===== src/omda_pkg.sv =====
package omda_pkg;
   // ---------------------------------------------------------------
   // sizes
   // ---------------------------------------------------------------
   localparam int AI_CHANNELS = 16;
   localparam int AO_CHANNELS = 4;
   localparam int DIO_LINES = 4;
   localparam int AI_RANGES = 4;
   localparam int FIRST_SE_ONLY_CH = 8;
   localparam int AI_CAL_WIDTH = 24;
   localparam int AI_CAL_INT_BITS = 5;
   localparam int AO_CAL_WIDTH = 20;
   localparam int AO_CAL_INT_BITS = 5;
   localparam int CONST_WIDTH = 32;
   localparam int CH_IDX_WIDTH = 4;
   localparam int AO_IDX_WIDTH = 2;
   // ---------------------------------------------------------------
   // timing
   // ---------------------------------------------------------------
   localparam int CLK_PERIOD_NS = 10;
   localparam int CONV_GAP_US = 8;
   localparam int CONV_GAP_CYCLES = (CONV_GAP_US * 1000 + CLK_PERIOD_NS - 1) / CLK_PERIOD_NS;
   localparam int INIT_CYCLES = 16;
   localparam int CNT_WIDTH = 16;
   // ---------------------------------------------------------------
   // reset values
   // ---------------------------------------------------------------
   localparam logic [DIO_LINES-1:0] DIO_DIR_RESET = 4'h0;
   localparam logic [DIO_LINES-1:0] DIO_OUT_RESET = 4'h0;

   typedef enum logic
   {
      OMDA_SINGLE_ENDED_REF,
      OMDA_DIFFERENTIAL_PAIR
   } omda_term_e;

   typedef enum logic [1:0]
   {
      OMDA_RANGE_10V,
      OMDA_RANGE_5V,
      OMDA_RANGE_2V,
      OMDA_RANGE_1V
   } omda_range_e;

   // per-channel analog input setting request
   typedef struct packed
   {
      logic set_term;
      logic set_range;
      logic [CH_IDX_WIDTH-1:0] chan;
      omda_term_e term;
      omda_range_e range;
   } omda_ai_cfg_s;

   // digital write request
   typedef struct packed
   {
      logic wr;
      logic [DIO_LINES-1:0] data;
      logic set_dir;
      logic [DIO_LINES-1:0] dir;
   } omda_dio_req_s;
endpackage


===== src/omda_top.sv =====
`timescale 1ns/1ps
module omda_top
#(
   parameter int INIT_LEN = omda_pkg::INIT_CYCLES,
   parameter int CONV_GAP = omda_pkg::CONV_GAP_CYCLES,
   parameter logic [omda_pkg::CONST_WIDTH*omda_pkg::AO_CHANNELS-1:0] AO_GAIN_NV = '0,
   parameter logic [omda_pkg::CONST_WIDTH*omda_pkg::AO_CHANNELS-1:0] AO_OFFSET_NV = '0,
   parameter logic [omda_pkg::CONST_WIDTH*omda_pkg::AI_RANGES-1:0] AI_GAIN_PV = '0,
   parameter logic [omda_pkg::CONST_WIDTH*omda_pkg::AI_RANGES-1:0] AI_OFFSET_NV = '0
)
(
   input wire logic clk,
   input wire logic sys_rst,
   input wire logic loop_active,
   input wire logic out_zero_stage,
   input wire logic ai_cal_mode,
   input wire logic [omda_pkg::DIO_LINES-1:0] default_dir,
   input wire omda_pkg::omda_dio_req_s dio_req,
   input wire logic [omda_pkg::DIO_LINES-1:0] dio_pin_in,
   output logic [omda_pkg::DIO_LINES-1:0] dio_pin_out,
   output logic [omda_pkg::DIO_LINES-1:0] dio_pin_oe,
   output logic dio_ready,
   output logic [omda_pkg::DIO_LINES-1:0] dio_in_data,
   output logic dio_in_valid,
   input wire omda_pkg::omda_ai_cfg_s ai_cfg,
   output logic ai_cfg_reject,
   output logic [omda_pkg::AI_CHANNELS-1:0] ai_term_differential_pair,
   output logic [2*omda_pkg::AI_CHANNELS-1:0] ai_range,
   input wire logic ai_conv_req,
   input wire logic [omda_pkg::CH_IDX_WIDTH-1:0] ai_conv_chan,
   output logic ai_conv_start,
   output logic [omda_pkg::CH_IDX_WIDTH-1:0] ai_conv_sel,
   output logic ai_conv_busy,
   input wire logic ai_adc_valid,
   input wire logic signed [omda_pkg::AI_CAL_WIDTH-1:0] ai_adc_code,
   output logic ai_data_valid,
   output logic signed [omda_pkg::AI_CAL_WIDTH-1:0] ai_data,
   output logic ai_data_cal,
   input wire logic ao_wr,
   input wire logic signed [omda_pkg::AO_CAL_WIDTH-1:0] ao_value,
   input wire logic [omda_pkg::AO_IDX_WIDTH-1:0] ao_chan,
   output logic ao_wr_out,
   output logic signed [omda_pkg::AO_CAL_WIDTH-1:0] ao_value_out,
   output logic [omda_pkg::AO_IDX_WIDTH-1:0] ao_chan_out,
   input wire logic [omda_pkg::AO_IDX_WIDTH-1:0] cal_ao_sel,
   input wire omda_pkg::omda_range_e cal_ai_sel,
   output logic [omda_pkg::CONST_WIDTH-1:0] ao_gain_nv,
   output logic [omda_pkg::CONST_WIDTH-1:0] ao_offset_nv,
   output logic [omda_pkg::CONST_WIDTH-1:0] ai_gain_pv,
   output logic [omda_pkg::CONST_WIDTH-1:0] ai_offset_nv
);
   import omda_pkg::*;

   // ---------------------------------------------------------------
   // readiness
   // ---------------------------------------------------------------
   logic [CNT_WIDTH-1:0] init_cnt_reg, init_cnt_next;
   logic ready_reg, ready_next;

   // ready rises once the init count has run out, registered in clk
   always_comb
   begin
      init_cnt_next = init_cnt_reg;
      ready_next = ready_reg;
      if (init_cnt_reg == CNT_WIDTH'(INIT_LEN - 1))
         ready_next = 1'b1;
      else
         init_cnt_next = init_cnt_reg + 1'b1;
   end

   always_ff @(posedge clk)
   begin
      if (sys_rst)
      begin
         init_cnt_reg <= '0;
         ready_reg <= 1'b0;
      end
      else
      begin
         init_cnt_reg <= init_cnt_next;
         ready_reg <= ready_next;
      end
   end
   assign dio_ready = ready_reg;

   // ---------------------------------------------------------------
   // digital lines
   // ---------------------------------------------------------------
   logic [DIO_LINES-1:0] in_meta_reg, in_sync_reg;
   logic [DIO_LINES-1:0] in_data_reg, in_data_next;
   logic in_valid_reg, in_valid_next;
   logic [DIO_LINES-1:0] dir_reg, dir_next;
   logic [DIO_LINES-1:0] stage_reg, stage_next;
   logic [DIO_LINES-1:0] pin_out_reg, pin_out_next;
   logic dir_init_reg, dir_init_next;

   // pin inputs pass two flops before anything reads them
   always_ff @(posedge clk)
   begin
      if (sys_rst)
      begin
         in_meta_reg <= '0;
         in_sync_reg <= '0;
      end
      else
      begin
         in_meta_reg <= dio_pin_in;
         in_sync_reg <= in_meta_reg;
      end
   end

   // direction is taken from default once after reset, then only outside the loop
   always_comb
   begin
      in_data_next = in_sync_reg;
      in_valid_next = ready_reg;
      dir_next = dir_reg;
      dir_init_next = 1'b1;
      stage_next = stage_reg;
      pin_out_next = pin_out_reg;
      if (!dir_init_reg)
         dir_next = default_dir;
      else if (dio_req.set_dir && !loop_active && ready_reg)
         dir_next = dio_req.dir;
      if (dio_req.wr && ready_reg)
         stage_next = dio_req.data;
      // zero stages only honoured in the loop; the fast path skips one flop
      if (loop_active && out_zero_stage && dio_req.wr && ready_reg)
         pin_out_next = dio_req.data;
      else
         pin_out_next = stage_reg;
   end

   always_ff @(posedge clk)
   begin
      if (sys_rst)
      begin
         in_data_reg <= '0;
         in_valid_reg <= 1'b0;
         dir_reg <= DIO_DIR_RESET;
         dir_init_reg <= 1'b0;
         stage_reg <= DIO_OUT_RESET;
         pin_out_reg <= DIO_OUT_RESET;
      end
      else
      begin
         in_data_reg <= in_data_next;
         in_valid_reg <= in_valid_next;
         dir_reg <= dir_next;
         dir_init_reg <= dir_init_next;
         stage_reg <= stage_next;
         pin_out_reg <= pin_out_next;
      end
   end
   assign dio_in_data = in_data_reg;
   assign dio_in_valid = in_valid_reg;
   assign dio_pin_out = pin_out_reg;
   assign dio_pin_oe = dir_reg;

   // ---------------------------------------------------------------
   // analog input settings
   // ---------------------------------------------------------------
   logic [AI_CHANNELS-1:0] term_reg, term_next;
   logic [2*AI_CHANNELS-1:0] range_reg, range_next;
   logic rej_reg, rej_next;

   // a setting is a one-cycle request; refusals show as a one-cycle pulse
   always_comb
   begin
      term_next = term_reg;
      range_next = range_reg;
      rej_next = 1'b0;
      if ((ai_cfg.set_term || ai_cfg.set_range) && loop_active)
         rej_next = 1'b1;
      else
      begin
         if (ai_cfg.set_term)
         begin
            if (ai_cfg.term == OMDA_DIFFERENTIAL_PAIR
                && ai_cfg.chan >= CH_IDX_WIDTH'(FIRST_SE_ONLY_CH))
               rej_next = 1'b1;
            else
               term_next[ai_cfg.chan] = (ai_cfg.term == OMDA_DIFFERENTIAL_PAIR);
         end
         if (ai_cfg.set_range)
            range_next[2*ai_cfg.chan +: 2] = ai_cfg.range;
      end
   end

   always_ff @(posedge clk)
   begin
      if (sys_rst)
      begin
         term_reg <= '0;
         range_reg <= '0;
         rej_reg <= 1'b0;
      end
      else
      begin
         term_reg <= term_next;
         range_reg <= range_next;
         rej_reg <= rej_next;
      end
   end
   assign ai_term_differential_pair = term_reg;
   assign ai_range = range_reg;
   assign ai_cfg_reject = rej_reg;

   // ---------------------------------------------------------------
   // conversion pacing and results
   // ---------------------------------------------------------------
   logic [CNT_WIDTH-1:0] gap_reg, gap_next;
   logic pend_reg, pend_next;
   logic [CH_IDX_WIDTH-1:0] sel_reg, sel_next;
   logic start_reg, start_next;
   logic dval_reg, dval_next;
   logic signed [AI_CAL_WIDTH-1:0] data_reg, data_next;
   logic cal_reg, cal_next;

   // an early request waits in pend until the gap counter expires
   always_comb
   begin
      gap_next = (gap_reg != '0) ? gap_reg - 1'b1 : gap_reg;
      pend_next = pend_reg;
      sel_next = sel_reg;
      start_next = 1'b0;
      if (ai_conv_req && !loop_active && !pend_reg)
      begin
         pend_next = 1'b1;
         sel_next = ai_conv_chan;
      end
      // a request left waiting from before the loop must not start inside it
      if ((pend_reg || ai_conv_req) && !loop_active && gap_reg == '0)
      begin
         start_next = 1'b1;
         pend_next = 1'b0;
         gap_next = CNT_WIDTH'(CONV_GAP - 1);
         if (!pend_reg)
            sel_next = ai_conv_chan;
      end
      // converter codes pass through; calibrated flag marks the fixed-point format
      dval_next = ai_adc_valid;
      data_next = ai_adc_valid ? ai_adc_code : data_reg;
      cal_next = ai_cal_mode;
   end

   always_ff @(posedge clk)
   begin
      if (sys_rst)
      begin
         gap_reg <= '0;
         pend_reg <= 1'b0;
         sel_reg <= '0;
         start_reg <= 1'b0;
         dval_reg <= 1'b0;
         data_reg <= '0;
         cal_reg <= 1'b0;
      end
      else
      begin
         gap_reg <= gap_next;
         pend_reg <= pend_next;
         sel_reg <= sel_next;
         start_reg <= start_next;
         dval_reg <= dval_next;
         data_reg <= data_next;
         cal_reg <= cal_next;
      end
   end
   assign ai_conv_start = start_reg;
   assign ai_conv_sel = sel_reg;
   assign ai_conv_busy = pend_reg;
   assign ai_data_valid = dval_reg;
   assign ai_data = data_reg;
   assign ai_data_cal = cal_reg;

   // ---------------------------------------------------------------
   // analog output and calibration constants
   // ---------------------------------------------------------------
   logic ao_wr_reg, ao_wr_next;
   logic signed [AO_CAL_WIDTH-1:0] ao_val_reg, ao_val_next;
   logic [AO_IDX_WIDTH-1:0] ao_ch_reg, ao_ch_next;
   logic [CONST_WIDTH-1:0] k0_reg, k1_reg, k2_reg, k3_reg;
   logic [CONST_WIDTH-1:0] k0_next, k1_next, k2_next, k3_next;

   // output writes inside the loop are refused; constants are table lookups
   always_comb
   begin
      ao_wr_next = ao_wr && !loop_active;
      ao_val_next = (ao_wr && !loop_active) ? ao_value : ao_val_reg;
      ao_ch_next = (ao_wr && !loop_active) ? ao_chan : ao_ch_reg;
      k0_next = AO_GAIN_NV[CONST_WIDTH*cal_ao_sel +: CONST_WIDTH];
      k1_next = AO_OFFSET_NV[CONST_WIDTH*cal_ao_sel +: CONST_WIDTH];
      k2_next = AI_GAIN_PV[CONST_WIDTH*cal_ai_sel +: CONST_WIDTH];
      k3_next = AI_OFFSET_NV[CONST_WIDTH*cal_ai_sel +: CONST_WIDTH];
   end

   always_ff @(posedge clk)
   begin
      if (sys_rst)
      begin
         ao_wr_reg <= 1'b0;
         ao_val_reg <= '0;
         ao_ch_reg <= '0;
         k0_reg <= '0;
         k1_reg <= '0;
         k2_reg <= '0;
         k3_reg <= '0;
      end
      else
      begin
         ao_wr_reg <= ao_wr_next;
         ao_val_reg <= ao_val_next;
         ao_ch_reg <= ao_ch_next;
         k0_reg <= k0_next;
         k1_reg <= k1_next;
         k2_reg <= k2_next;
         k3_reg <= k3_next;
      end
   end
   assign ao_wr_out = ao_wr_reg;
   assign ao_value_out = ao_val_reg;
   assign ao_chan_out = ao_ch_reg;
   assign ao_gain_nv = k0_reg;
   assign ao_offset_nv = k1_reg;
   assign ai_gain_pv = k2_reg;
   assign ai_offset_nv = k3_reg;
endmodule


===== config.mk =====
export PLATFORM = sky130hd
export DESIGN_NAME = omda_top
export DESIGN_NICKNAME = d
export VERILOG_FILES = /design/src/omda_pkg.sv /design/src/omda_top.sv
export SDC_FILE = /design/constraint.sdc
export NUM_CORES = 1
export LEC_CHECK = 0
export BUFFER_PORTS_ARGS = -buffer_cell sky130_fd_sc_hd__buf_2
export CORE_ASPECT_RATIO = 2
export CORE_UTILIZATION = 45
export DETAILED_ROUTE_END_ITERATION = 16
export GPL_TIMING_DRIVEN = 0
export HOLD_SLACK_MARGIN = 0.12
export PLACE_DENSITY = 0.77
export SYNTH_ARGS = -nofsm -noshare
export SYNTH_HDL_FRONTEND = slang
export SYNTH_SLANG_ARGS = --single-unit

===== constraint.sdc =====
create_clock -name clk -period 3.1 [get_ports clk]
set_input_delay 0.155 -clock clk [delete_from_list [all_inputs] [get_ports clk]]
set_output_delay 0.155 -clock clk [all_outputs]
set_load 0.005 [all_outputs]

==> impl_metrics.py, run 1 <==
metrics = {
    "worst_hold_path": {
        "hp-class": "input pin to flip-flop",
    },
    "clock_network": {
        "ctsResizeCount": 0,
        "cts_hold_buf": 72,
        "clkSinkCount": 163,
        "path_clk_slew_ps": 60,
        "cts_tree": "done",
        "cts_made_buffers": 17,
        "root_buffer": "clkbuf_16",
        "clock_latency_ps": 420,
        "postCtsSetupBuffers": 0,
        "cts.path.max_buffers": 2,
        "htree_levels": 4,
    },
    "synthesis": {
        "yosys.area_share.simple": 0.2144,
        "synthAdderAreaFrac": 0.01162,
        "synth-xor-area-share": 0.01394,
        "synth_top_area_frac": 0.4328,
        "synth_area_leaders": "dfxtp_1 43%, buf_4 13%, mux2i_1 6.4%",
        "synth_seq_cells": 163,
        "synthMuxAreaShare": 0.06671,
        "synth-seq-area-share": 0.4328,
        "ys.flop_type": "dfxtp_1",
        "synth_cells": 868,
        "synth.largest_area_cell": "dfxtp_1",
        "synth-compound-area-share": 0.1036,
        "synth_top_family_by_area": "simple AND/OR/NAND/NOR gates",
        "yosys_warnings": 0,
        "syn-cell-area_sq_um": 7540,
        "syn_avg_cell_area_sq_um": 8.686,
        "ys_types": 55,
        "async_reset_ff_frac": 0,
        "synth_edf_count": 0,
    },
    "power": {
        "clockPowerShare": 0.353,
        "p_switching_w": 0.001880,
        "swShare": 0.3164,
        "internal-power_w": 0.004063,
        "p_leak_nw": 5.133,
        "ir_worst_vdd_v": 0.0005161,
        "pwr_density_cell_nw_per_um2": 561.6,
        "seq_power_share": 0.400,
        "pwr-share-comb": 0.248,
    },
    "timing": {
        "setup_viol": 0,
        "fin_crit_sh": 0.7943,
        "max_freq_mhz": 406.1,
        "tightest_slew_ps": 1165,
        "rsz0062_at_grt": "no",
        "hold_violations": 0,
        "min_period_ps": 2462,
        "slew_viol_final": 0,
        "finClkSkew_ps": 7.105,
        "slew_headroom": 0.2219,
        "finalSetupTns_ps": 0,
    },
    "global_route": {
        "grt_pass1_vias": 6947,
        "grt_usage": 0.2550,
        "grt_max_degree": 17,
        "overflow": 0,
        "grt_antenna_before_repair": 1,
        "grt_pass1_wl_mm": 33.87,
    },
    "critical_path": {
        "cp_slowest_cell": "nor4_1",
        "max_stage_delay_ps": 970,
        "worstPathMaxFanout": 10,
        "path_delay_family": "simple AND/OR/NAND/NOR gates",
        "endpoint_kind": "flip-flop",
        "crit_buf_inv": 3,
        "crit_chain": "buf_2, clkbuf_1, clkinv_1, ha_1, nor4_1, nand3_1, a21oi_1",
        "crit_required_ps": 3450,
        "crit_type": "input pin to flip-flop",
        "worstPathArrival_ps": 2820,
        "cp-start-kind": "input pin",
    },
    "drt": {
        "drt_iter0_markers": 320,
        "route.detailed.drc": 0,
        "via_count": 7370,
        "wl_per_cell_um": 15.05,
        "viasPerCell": 4.900,
        "wirelength_mm": 22.63,
        "drtPass1Iterations": 4,
        "ant_nets": 0,
    },
    "finish": {
        "final_common_cell": "buf_2",
        "largest_reg_flops": 32,
        "drive_gt1_frac": 0.2895,
        "area_growth_pct": 40.36,
        "stdcell_count": 1504,
        "nNetsFinal": 1382,
        "nFillCells": 1384,
        "layout_common_cells": "201 x buf_2, 163 x dfxtp_1, 128 x buf_4, 128 x conb_1, 79 x nor2_1",
    },
    "die": {
        "ioPinCount": 335,
        "die_width_um": 93.53,
        "fp.dieH_um": 185.1,
        "initial_core_util": 0.4611,
        "core-area_sq_um": 16350,
        "dieArea_sq_um": 17310,
        "num_rows": 66,
    },
    "flow_run": {
        "maxCapViolations": 0,
    },
    "placed_design": {
        "place_inst": 1399,
        "dp_hpwl_mm": 16.18,
        "io_buffer_count": 200,
        "place_congestion": 0.8696,
    },
    "status": {
        "status": "complete, no violations",
    },
}
[layer usage]
layer / vias up / routed length, um / track usage
met2: 350 / 12280 / 0.4865
li1: 3575 / - / -
met1: 3372 / 7821 / 0.2439
met5: - / 0 / 0
met4: 0 / 1126 / 0.1569
met3: 73 / 1398 / 0.04885
[area by class of cell]
class / instances / area [sq um] / area share
clock buffer: 19 / 442.9 / 0.04185
tap: 204 / 255.2 / 0.02412
antenna: 1 / 2.502 / 0.0002365
sequential: 163 / 3263 / 0.3083
clock inverter: 13 / 143.9 / 0.01360
multi-input combinational: 652 / 3573 / 0.3377
buffer: 167 / 1131 / 0.1069
timing repair buffer: 272 / 1722 / 0.1627
inverter: 13 / 48.80 / 0.004611
[tightest hold or removal path: cells and delay by family]
kind | cells | cell delay, ps
AND/OR/NAND/NOR | 2 | 210
buffers and inverters | 1 | 90
AO/OA/AOI/OAI | 1 | 60
[metrics by stage]
| step | utilization | hold WS, ps | cell area (sq um) | total power [W] | setup slack [ps] |
|---|---|---|---|---|---|
| finish | 0.6472 | 142.3 | 10580 | 0.005943 | 637.8 |
| global route | 0.6472 | 122.4 | 10580 | 0.006237 | 365.6 |
| CTS | 0.6471 | 125.8 | 10580 | 0.005941 | 683.8 |
| detailed placement | 0.5671 | 372.0 | 9273 | 0.003789 | 232.8 |
| global placement | 0.5671 | 364.0 | 9273 | 0.003754 | 281.9 |
| floorplan | - | 283.2 | 8016 | 0.003431 | 957.8 |
[synthesized netlist by cell type, drive strengths merged, types with 3 or more instances]
master / number
inv: 12
or3: 10
o31ai: 5
nand4: 22
nor4b: 4
xnor2: 8
clkbuf: 28
nor2b: 22
or4: 4
ha: 7
nand3: 46
nor3: 16
nor4: 13
nand2: 67
nor2: 79
a211oi: 7
or2: 3
a2111oi: 4
and3: 10
xor2: 4
a21oi: 73
mux2i: 48
nor3b: 4
dfxtp: 163
o21ai: 40
nand3b: 5
buf: 139
nand2b: 3
[kinds of logic after synthesis]
logic type / Yosys count
simple gates: 318
fa+ha+maj: 7
flops: 163
xor+xnor: 12
compound gates: 137
other cells: 1
mux: 50
buf+inv: 180
[power by group through the flow]
stage	Clock, W	Combinational, W	Sequential (W)
final	0.00210	0.00147	0.00238
after global routing	0.00222	0.00162	0.00240
after CTS	0.00213	0.00145	0.00237
after detailed placement	0	0.00137	0.00242
after global placement	0	0.00135	0.00241
after floorplan	0	0.00104	0.00239
[final timing paths]
check	startpoint	to	slack, ps	cells past startpoint
setup / recovery	ai_cfg[6]	ai_range[15]	640	7
hold / removal	ai_cfg[5]	ai_term_differential_pair[0]	140	4
setup reg to reg	gap_reg[0]	gap_reg[0]	700	8
hold reg to reg	in_meta_reg[1]	in_data_next[1]	440	1
Note: power is estimated with default switching activity, not from simulation.
==> run 2, diff against run 1 <==
Clock period 3.1 ns to 2.4 ns, I/O delays scaled along.
==> run 2 against run 1 <==
  * Combinational power grew 33%
  * Sequential power grew 29%
  * Sequential share of layout area shrank 0.24 points
  * Register-to-register slack lost 610 ps
  * Critical endpoint is now gap_reg[0]
  * Largest cell class unchanged
==> impl_metrics.py, run 2 (synthesized netlist as in run 1, its figures left out) <==
metrics = {
    "clock_network": {
        "clkSinkCount": 163,
        "htree_levels": 4,
        "cts_made_buffers": 17,
        "path_clk_slew_ps": 70,
        "cts_tree": "done",
        "root_buffer": "clkbuf_16",
        "clock_latency_ps": 430,
        "cts.path.max_buffers": 2,
        "postCtsSetupBuffers": 0,
    },
    "critical_path": {
        "crit_required_ps": 2690,
        "worstPathArrival_ps": 2600,
        "cp-start-kind": "flip-flop",
        "worstPathMaxFanout": 8,
        "crit_type": "flip-flop to flip-flop",
        "crit_chain": "inv_1, ha_2, or4b_4, buf_6, or3_4, buf_6, nor4_2, a211oi_1",
        "max_stage_delay_ps": 470,
        "cp_slowest_cell": "or4b_4",
        "r2r_cells": 8,
        "path_common_cell": "buf_6",
        "endpoint_kind": "flip-flop",
    },
    "timing": {
        "min_period_ps": 2307,
        "finClkSkew_ps": 8.824,
        "hold_violations": 0,
        "max_freq_mhz": 433.5,
        "fin_crit_sh": 0.9611,
        "rsz0062_at_grt": "no",
        "slew_headroom": 0.2348,
        "tightest_slew_ps": 1145,
        "whs_ps": 131.6,
        "finalWorstSetupSlack_ps": 93.28,
        "setup_viol": 0,
        "slew_viol_final": 0,
    },
    "global_route": {
        "grt_usage": 0.2553,
        "grt_pass1_vias": 6996,
        "grt_antenna_before_repair": 1,
        "overflow": 0,
        "grt_pass1_wl_mm": 33.95,
        "grt_max_degree": 17,
    },
    "placed_design": {
        "place_ws_ps": -432.2,
        "dp_hpwl_mm": 16.18,
        "place_congestion": 0.8696,
        "io_buffer_count": 200,
    },
    "power": {
        "p_total_w": 0.007730,
        "ir_worst_vdd_v": 0.0006654,
        "pwr_density_cell_nw_per_um2": 724.5,
        "p_leak_nw": 5.159,
    },
    "die": {
        "initial_core_util": 0.4611,
        "core-area_sq_um": 16350,
        "ioPinCount": 335,
        "fp.dieH_um": 185.1,
        "dieArea_sq_um": 17310,
        "num_rows": 66,
        "die_width_um": 93.53,
    },
    "drt": {
        "ant_nets": 0,
        "wl_per_cell_um": 15.08,
        "viasPerCell": 4.915,
        "drtPass1Iterations": 5,
        "wirelength_mm": 22.76,
        "drt_iter0_markers": 297,
        "via_count": 7416,
        "route.detailed.drc": 0,
    },
    "worst_hold_path": {
        "holdPathStages": 3,
        "hp-class": "input pin to flip-flop",
    },
    "finish": {
        "area_growth_pct": 41.52,
        "drive_gt1_frac": 0.2952,
        "final_common_cell": "buf_2",
        "largest_reg_flops": 32,
        "layout_common_cells": "201 x buf_2, 162 x dfxtp_1, 128 x buf_4, 128 x conb_1, 78 x nor2_1",
        "final_util": 0.6526,
        "nNetsFinal": 1387,
    },
    "status": {
        "status": "complete, no violations",
    },
    "flow_run": {
        "maxCapViolations": 0,
    },
}
[run 2: metal layers]
layer,up-vias,global-route usage,wire [um]
li1,3589,-,-
met1,3399,0.2434,7875
met2,357,0.4859,12360
met3,71,0.04885,1411
met4,0,0.1618,1108
met5,-,0,0
[run 2: area by class of cell]
| class | instances | area (sq um) |
|---|---|---|
| clock inverter | 13 | 143.9 |
| sequential | 163 | 3264 |
| clock buffer | 19 | 442.9 |
| fill | 1372 | 5680 |
| inverter | 13 | 48.80 |
| buffer | 167 | 1131 |
| multi-input combinational | 652 | 3610 |
| tap | 204 | 255.2 |
| antenna | 1 | 2.502 |
| timing repair buffer | 277 | 1772 |
[run 2: worst paths after layout]
check / endpoint / start / slack, ps
min: dio_pin_oe[1] / default_dir[1] / 130
min reg2reg: in_data_next[1] / in_meta_reg[1] / 440
max: gap_reg[0] / gap_reg[1] / 90
max reg2reg: gap_reg[0] / gap_reg[1] / 90
[run 2: timing repair]
item | in CTS | in global routing
endpoints found under the hold margin | 75 | 0
setup endpoints to repair | 0 | 32
hold buffers | 77 | 0
gates resized for setup | 0 | 9
[run 2: report_power, final]
| part | switching (W) | internal [W] | leakage, nW |
|---|---|---|---|
| clock | 0.00121 | 0.00150 | 0.280 |
| sequential | 0.000181 | 0.00289 | 1.33 |
| combinational | 0.00107 | 0.000881 | 3.55 |
[run 2: through the flow]
step	area (sq um)	setup TNS (ps)	std cells
3_5_place_dp	9273	-8735	1399
4_1_cts	10630	0	1508
5_1_grt	10670	0	1509
3_3_place_gp	9273	-7625	1399
2_1_floorplan	8016	0	995
6_report	10670	0	1509
[run 2: worst max-delay path, delay by kind of cell, from the launching register on]
family                     cells  cell delay (ps)
adders and majority gates      1              210
buffers and inverters          3              390
AOI/OAI and AO/OA              1               80
DFF                            1              370
and+or+nand+nor                3             1120
==> run 3, diff against run 2 <==
Settings changed: CORE_ASPECT_RATIO 2 to 0.8, CTS_BUF_LIST set to sky130_fd_sc_hd__clkbuf_8 sky130_fd_sc_hd__clkbuf_16.
==> run 3 against run 2 <==
  * Worst setup slack got worse by 0.64 ps
  * Power fell by 2.5%
  * Sequential share of layout area barely moved
  * First-iteration DRC count rose by 71%
  * Sequential power barely moved
  * Combinational power barely moved
  * Clock skew barely moved
  * Register-to-register slack barely moved
  * Fmax barely moved
  * Die area fell by 0.16%
  * Cell area barely moved
==> impl_metrics.py, run 3 (synthesized netlist as in run 1, its figures left out) <==
metrics = {
    "die": {
        "core-area_sq_um": 16060,
        "dieArea_sq_um": 17280,
        "num_rows": 41,
        "fp.dieH_um": 117.8,
        "die_width_um": 146.7,
        "ioPinCount": 335,
        "initial_core_util": 0.4696,
    },
    "clock_network": {
        "cts_made_buffers": 17,
        "path_clk_slew_ps": 70,
        "cts_tree": "done",
        "cts.path.max_buffers": 2,
        "htree_levels": 4,
        "postCtsSetupBuffers": 0,
        "clock_latency_ps": 420,
        "clkSinkCount": 163,
        "root_buffer": "clkbuf_16",
    },
    "critical_path": {
        "path_common_cell": "buf_6",
        "max_stage_delay_ps": 460,
        "cp-start-kind": "flip-flop",
        "crit_type": "flip-flop to flip-flop",
        "worst-r2r-setup-slack_ps": 90,
        "worstPathMaxFanout": 8,
        "worstReg2RegEnd": "gap_reg[0]",
        "r2r-start": "gap_reg[0]",
        "crit_required_ps": 2670,
        "cp_slowest_cell": "or4b_1",
        "crit_chain": "inv_1, ha_2, or4b_1, buf_6, or3_4, buf_6, nor4_2, a211oi_1",
        "r2r_cells": 8,
        "endpoint_kind": "flip-flop",
        "worstPathArrival_ps": 2570,
    },
    "finish": {
        "antenna_cells": 0,
        "layout_common_cells": "201 x buf_2, 162 x dfxtp_1, 128 x buf_4, 128 x conb_1, 81 x dlygate4sd3_1",
        "fin_area_sq_um": 10680,
        "nNetsFinal": 1391,
        "final_common_cell": "buf_2",
        "nFillCells": 1263,
        "area_growth_pct": 41.64,
        "final_util": 0.6651,
        "stdcell_count": 1523,
        "drive_gt1_frac": 0.2936,
        "largest_reg_flops": 32,
    },
    "timing": {
        "finClkSkew_ps": 8.759,
        "hold_violations": 0,
        "whs_ps": 161.0,
        "slew_headroom": 0.1433,
        "slew_viol_final": 0,
        "setup_viol": 0,
        "rsz0062_at_grt": "yes",
        "tightest_slew_ps": 1282,
        "max_freq_mhz": 433.4,
        "fin_crit_sh": 0.9614,
        "min_period_ps": 2307,
    },
    "drt": {
        "route.detailed.drc": 0,
        "ant_nets": 0,
        "drtPass1Iterations": 5,
        "wl_per_cell_um": 14.67,
        "wirelength_mm": 22.35,
        "via_count": 7339,
        "drt_iter0_markers": 509,
        "viasPerCell": 4.819,
    },
    "placed_design": {
        "placed_area_sq_um": 9286,
        "place_inst": 1410,
        "io_buffer_count": 200,
        "place_congestion": 0.8932,
        "dp_hpwl_mm": 15.47,
    },
    "global_route": {
        "grt_pass1_wl_mm": 34.82,
        "grt_usage": 0.2543,
        "grt_pass1_vias": 6895,
        "grt_antenna_before_repair": 0,
        "overflow": 0,
        "grt_max_degree": 17,
    },
    "worst_hold_path": {
        "hold_start": "ai_cfg[3]",
        "min_to": "ai_range[16]",
        "hp-class": "input pin to flip-flop",
        "holdPathStages": 4,
    },
    "power": {
        "seq_power_share": 0.407,
        "internal-power_w": 0.005134,
        "ir_worst_vdd_v": 0.0004835,
        "clockPowerShare": 0.335,
        "pwr-share-comb": 0.258,
        "p_leak_nw": 5.173,
        "p_switching_w": 0.002399,
        "swShare": 0.3185,
        "pwr_density_cell_nw_per_um2": 705.5,
    },
    "flow_run": {
        "maxCapViolations": 0,
    },
    "status": {
        "status": "complete, no violations",
    },
}
run 3: cell count changes in the layout (fill, tap and decap cells not counted), moves of 2 or more:
cell / before / now
dlygate4sd3_1: 77 / 81
inv_1: 12 / 14
clkinv_4: 2 / 4
inv_8: 5 / 2
run 3: power groups by stage:
stage	Combinational, W	Sequential, W	Clock [W]
floorplan	0.00135	0.00308	0
global placement	0.00173	0.00311	0
detailed placement	0.00176	0.00311	0
CTS	0.00188	0.00306	0.00256
global route	0.00213	0.00310	0.00269
finish	0.00194	0.00307	0.00252
run 3: worst max path at each step:
stage               start      endpoint  depth (start not counted)
6_report       gap_reg[0]    gap_reg[0]                          8
5_1_grt        gap_reg[0]    gap_reg[0]                          8
4_1_cts        gap_reg[0]    gap_reg[0]                          8
3_5_place_dp    ai_cfg[6]  ai_range[18]                          8
3_3_place_gp    ai_cfg[6]  ai_range[31]                          7
2_1_floorplan  gap_reg[0]    gap_reg[0]                          8
run 3: area by class of cell:
| class | instances | area (sq um) | area share |
|---|---|---|---|
| Buffer | 167 | 1131 | 0.1059 |
| Clock buffer | 18 | 439.2 | 0.04112 |
| Clock inverter | 14 | 108.9 | 0.01019 |
| Inverter | 13 | 48.80 | 0.004569 |
| Multi-Input combinational cell | 652 | 3606 | 0.3377 |
| Sequential cell | 163 | 3264 | 0.3057 |
| Tap cell | 215 | 269.0 | 0.02519 |
| Timing Repair Buffer | 281 | 1812 | 0.1697 |
run 3: critical path, delay by kind of cell (launching register included):
kind / cells / cell delay, ps
compound gates: 1 / 100
fa+ha+maj: 1 / 210
buf+inv: 3 / 380
flops: 1 / 360
simple gates: 3 / 1120
run 3: metrics by stage:
step	TNS, ps	power (W)	setup WS (ps)
floorplan	0	0.004431	275.2
global placement	-5429	0.004840	-297.8
detailed placement	-6986	0.004876	-340.3
CTS	0	0.007499	31.00
global route	-9.968	0.007909	-9.629
finish	0	0.007534	92.63
run 3: routing by layer:
metal  GRT usage  wire length (um)  up-vias
met3     0.06977              1994       33
met2      0.4301             10670      372
met5           0                 0        -
met1      0.3093              9220     3335
met4     0.08659               463        0
li1            -                 -     3599
run 3: what timing repair did:
| item | 4_1_cts | 5_1_grt |
|---|---|---|
| setup endpoints to repair | 1 | 29 |
| gates resized for setup | 1 | 8 |
| hold buffers | 81 | 0 |
| gates cloned | 0 | 0 |
| hold endpoints to repair | 76 | 0 |
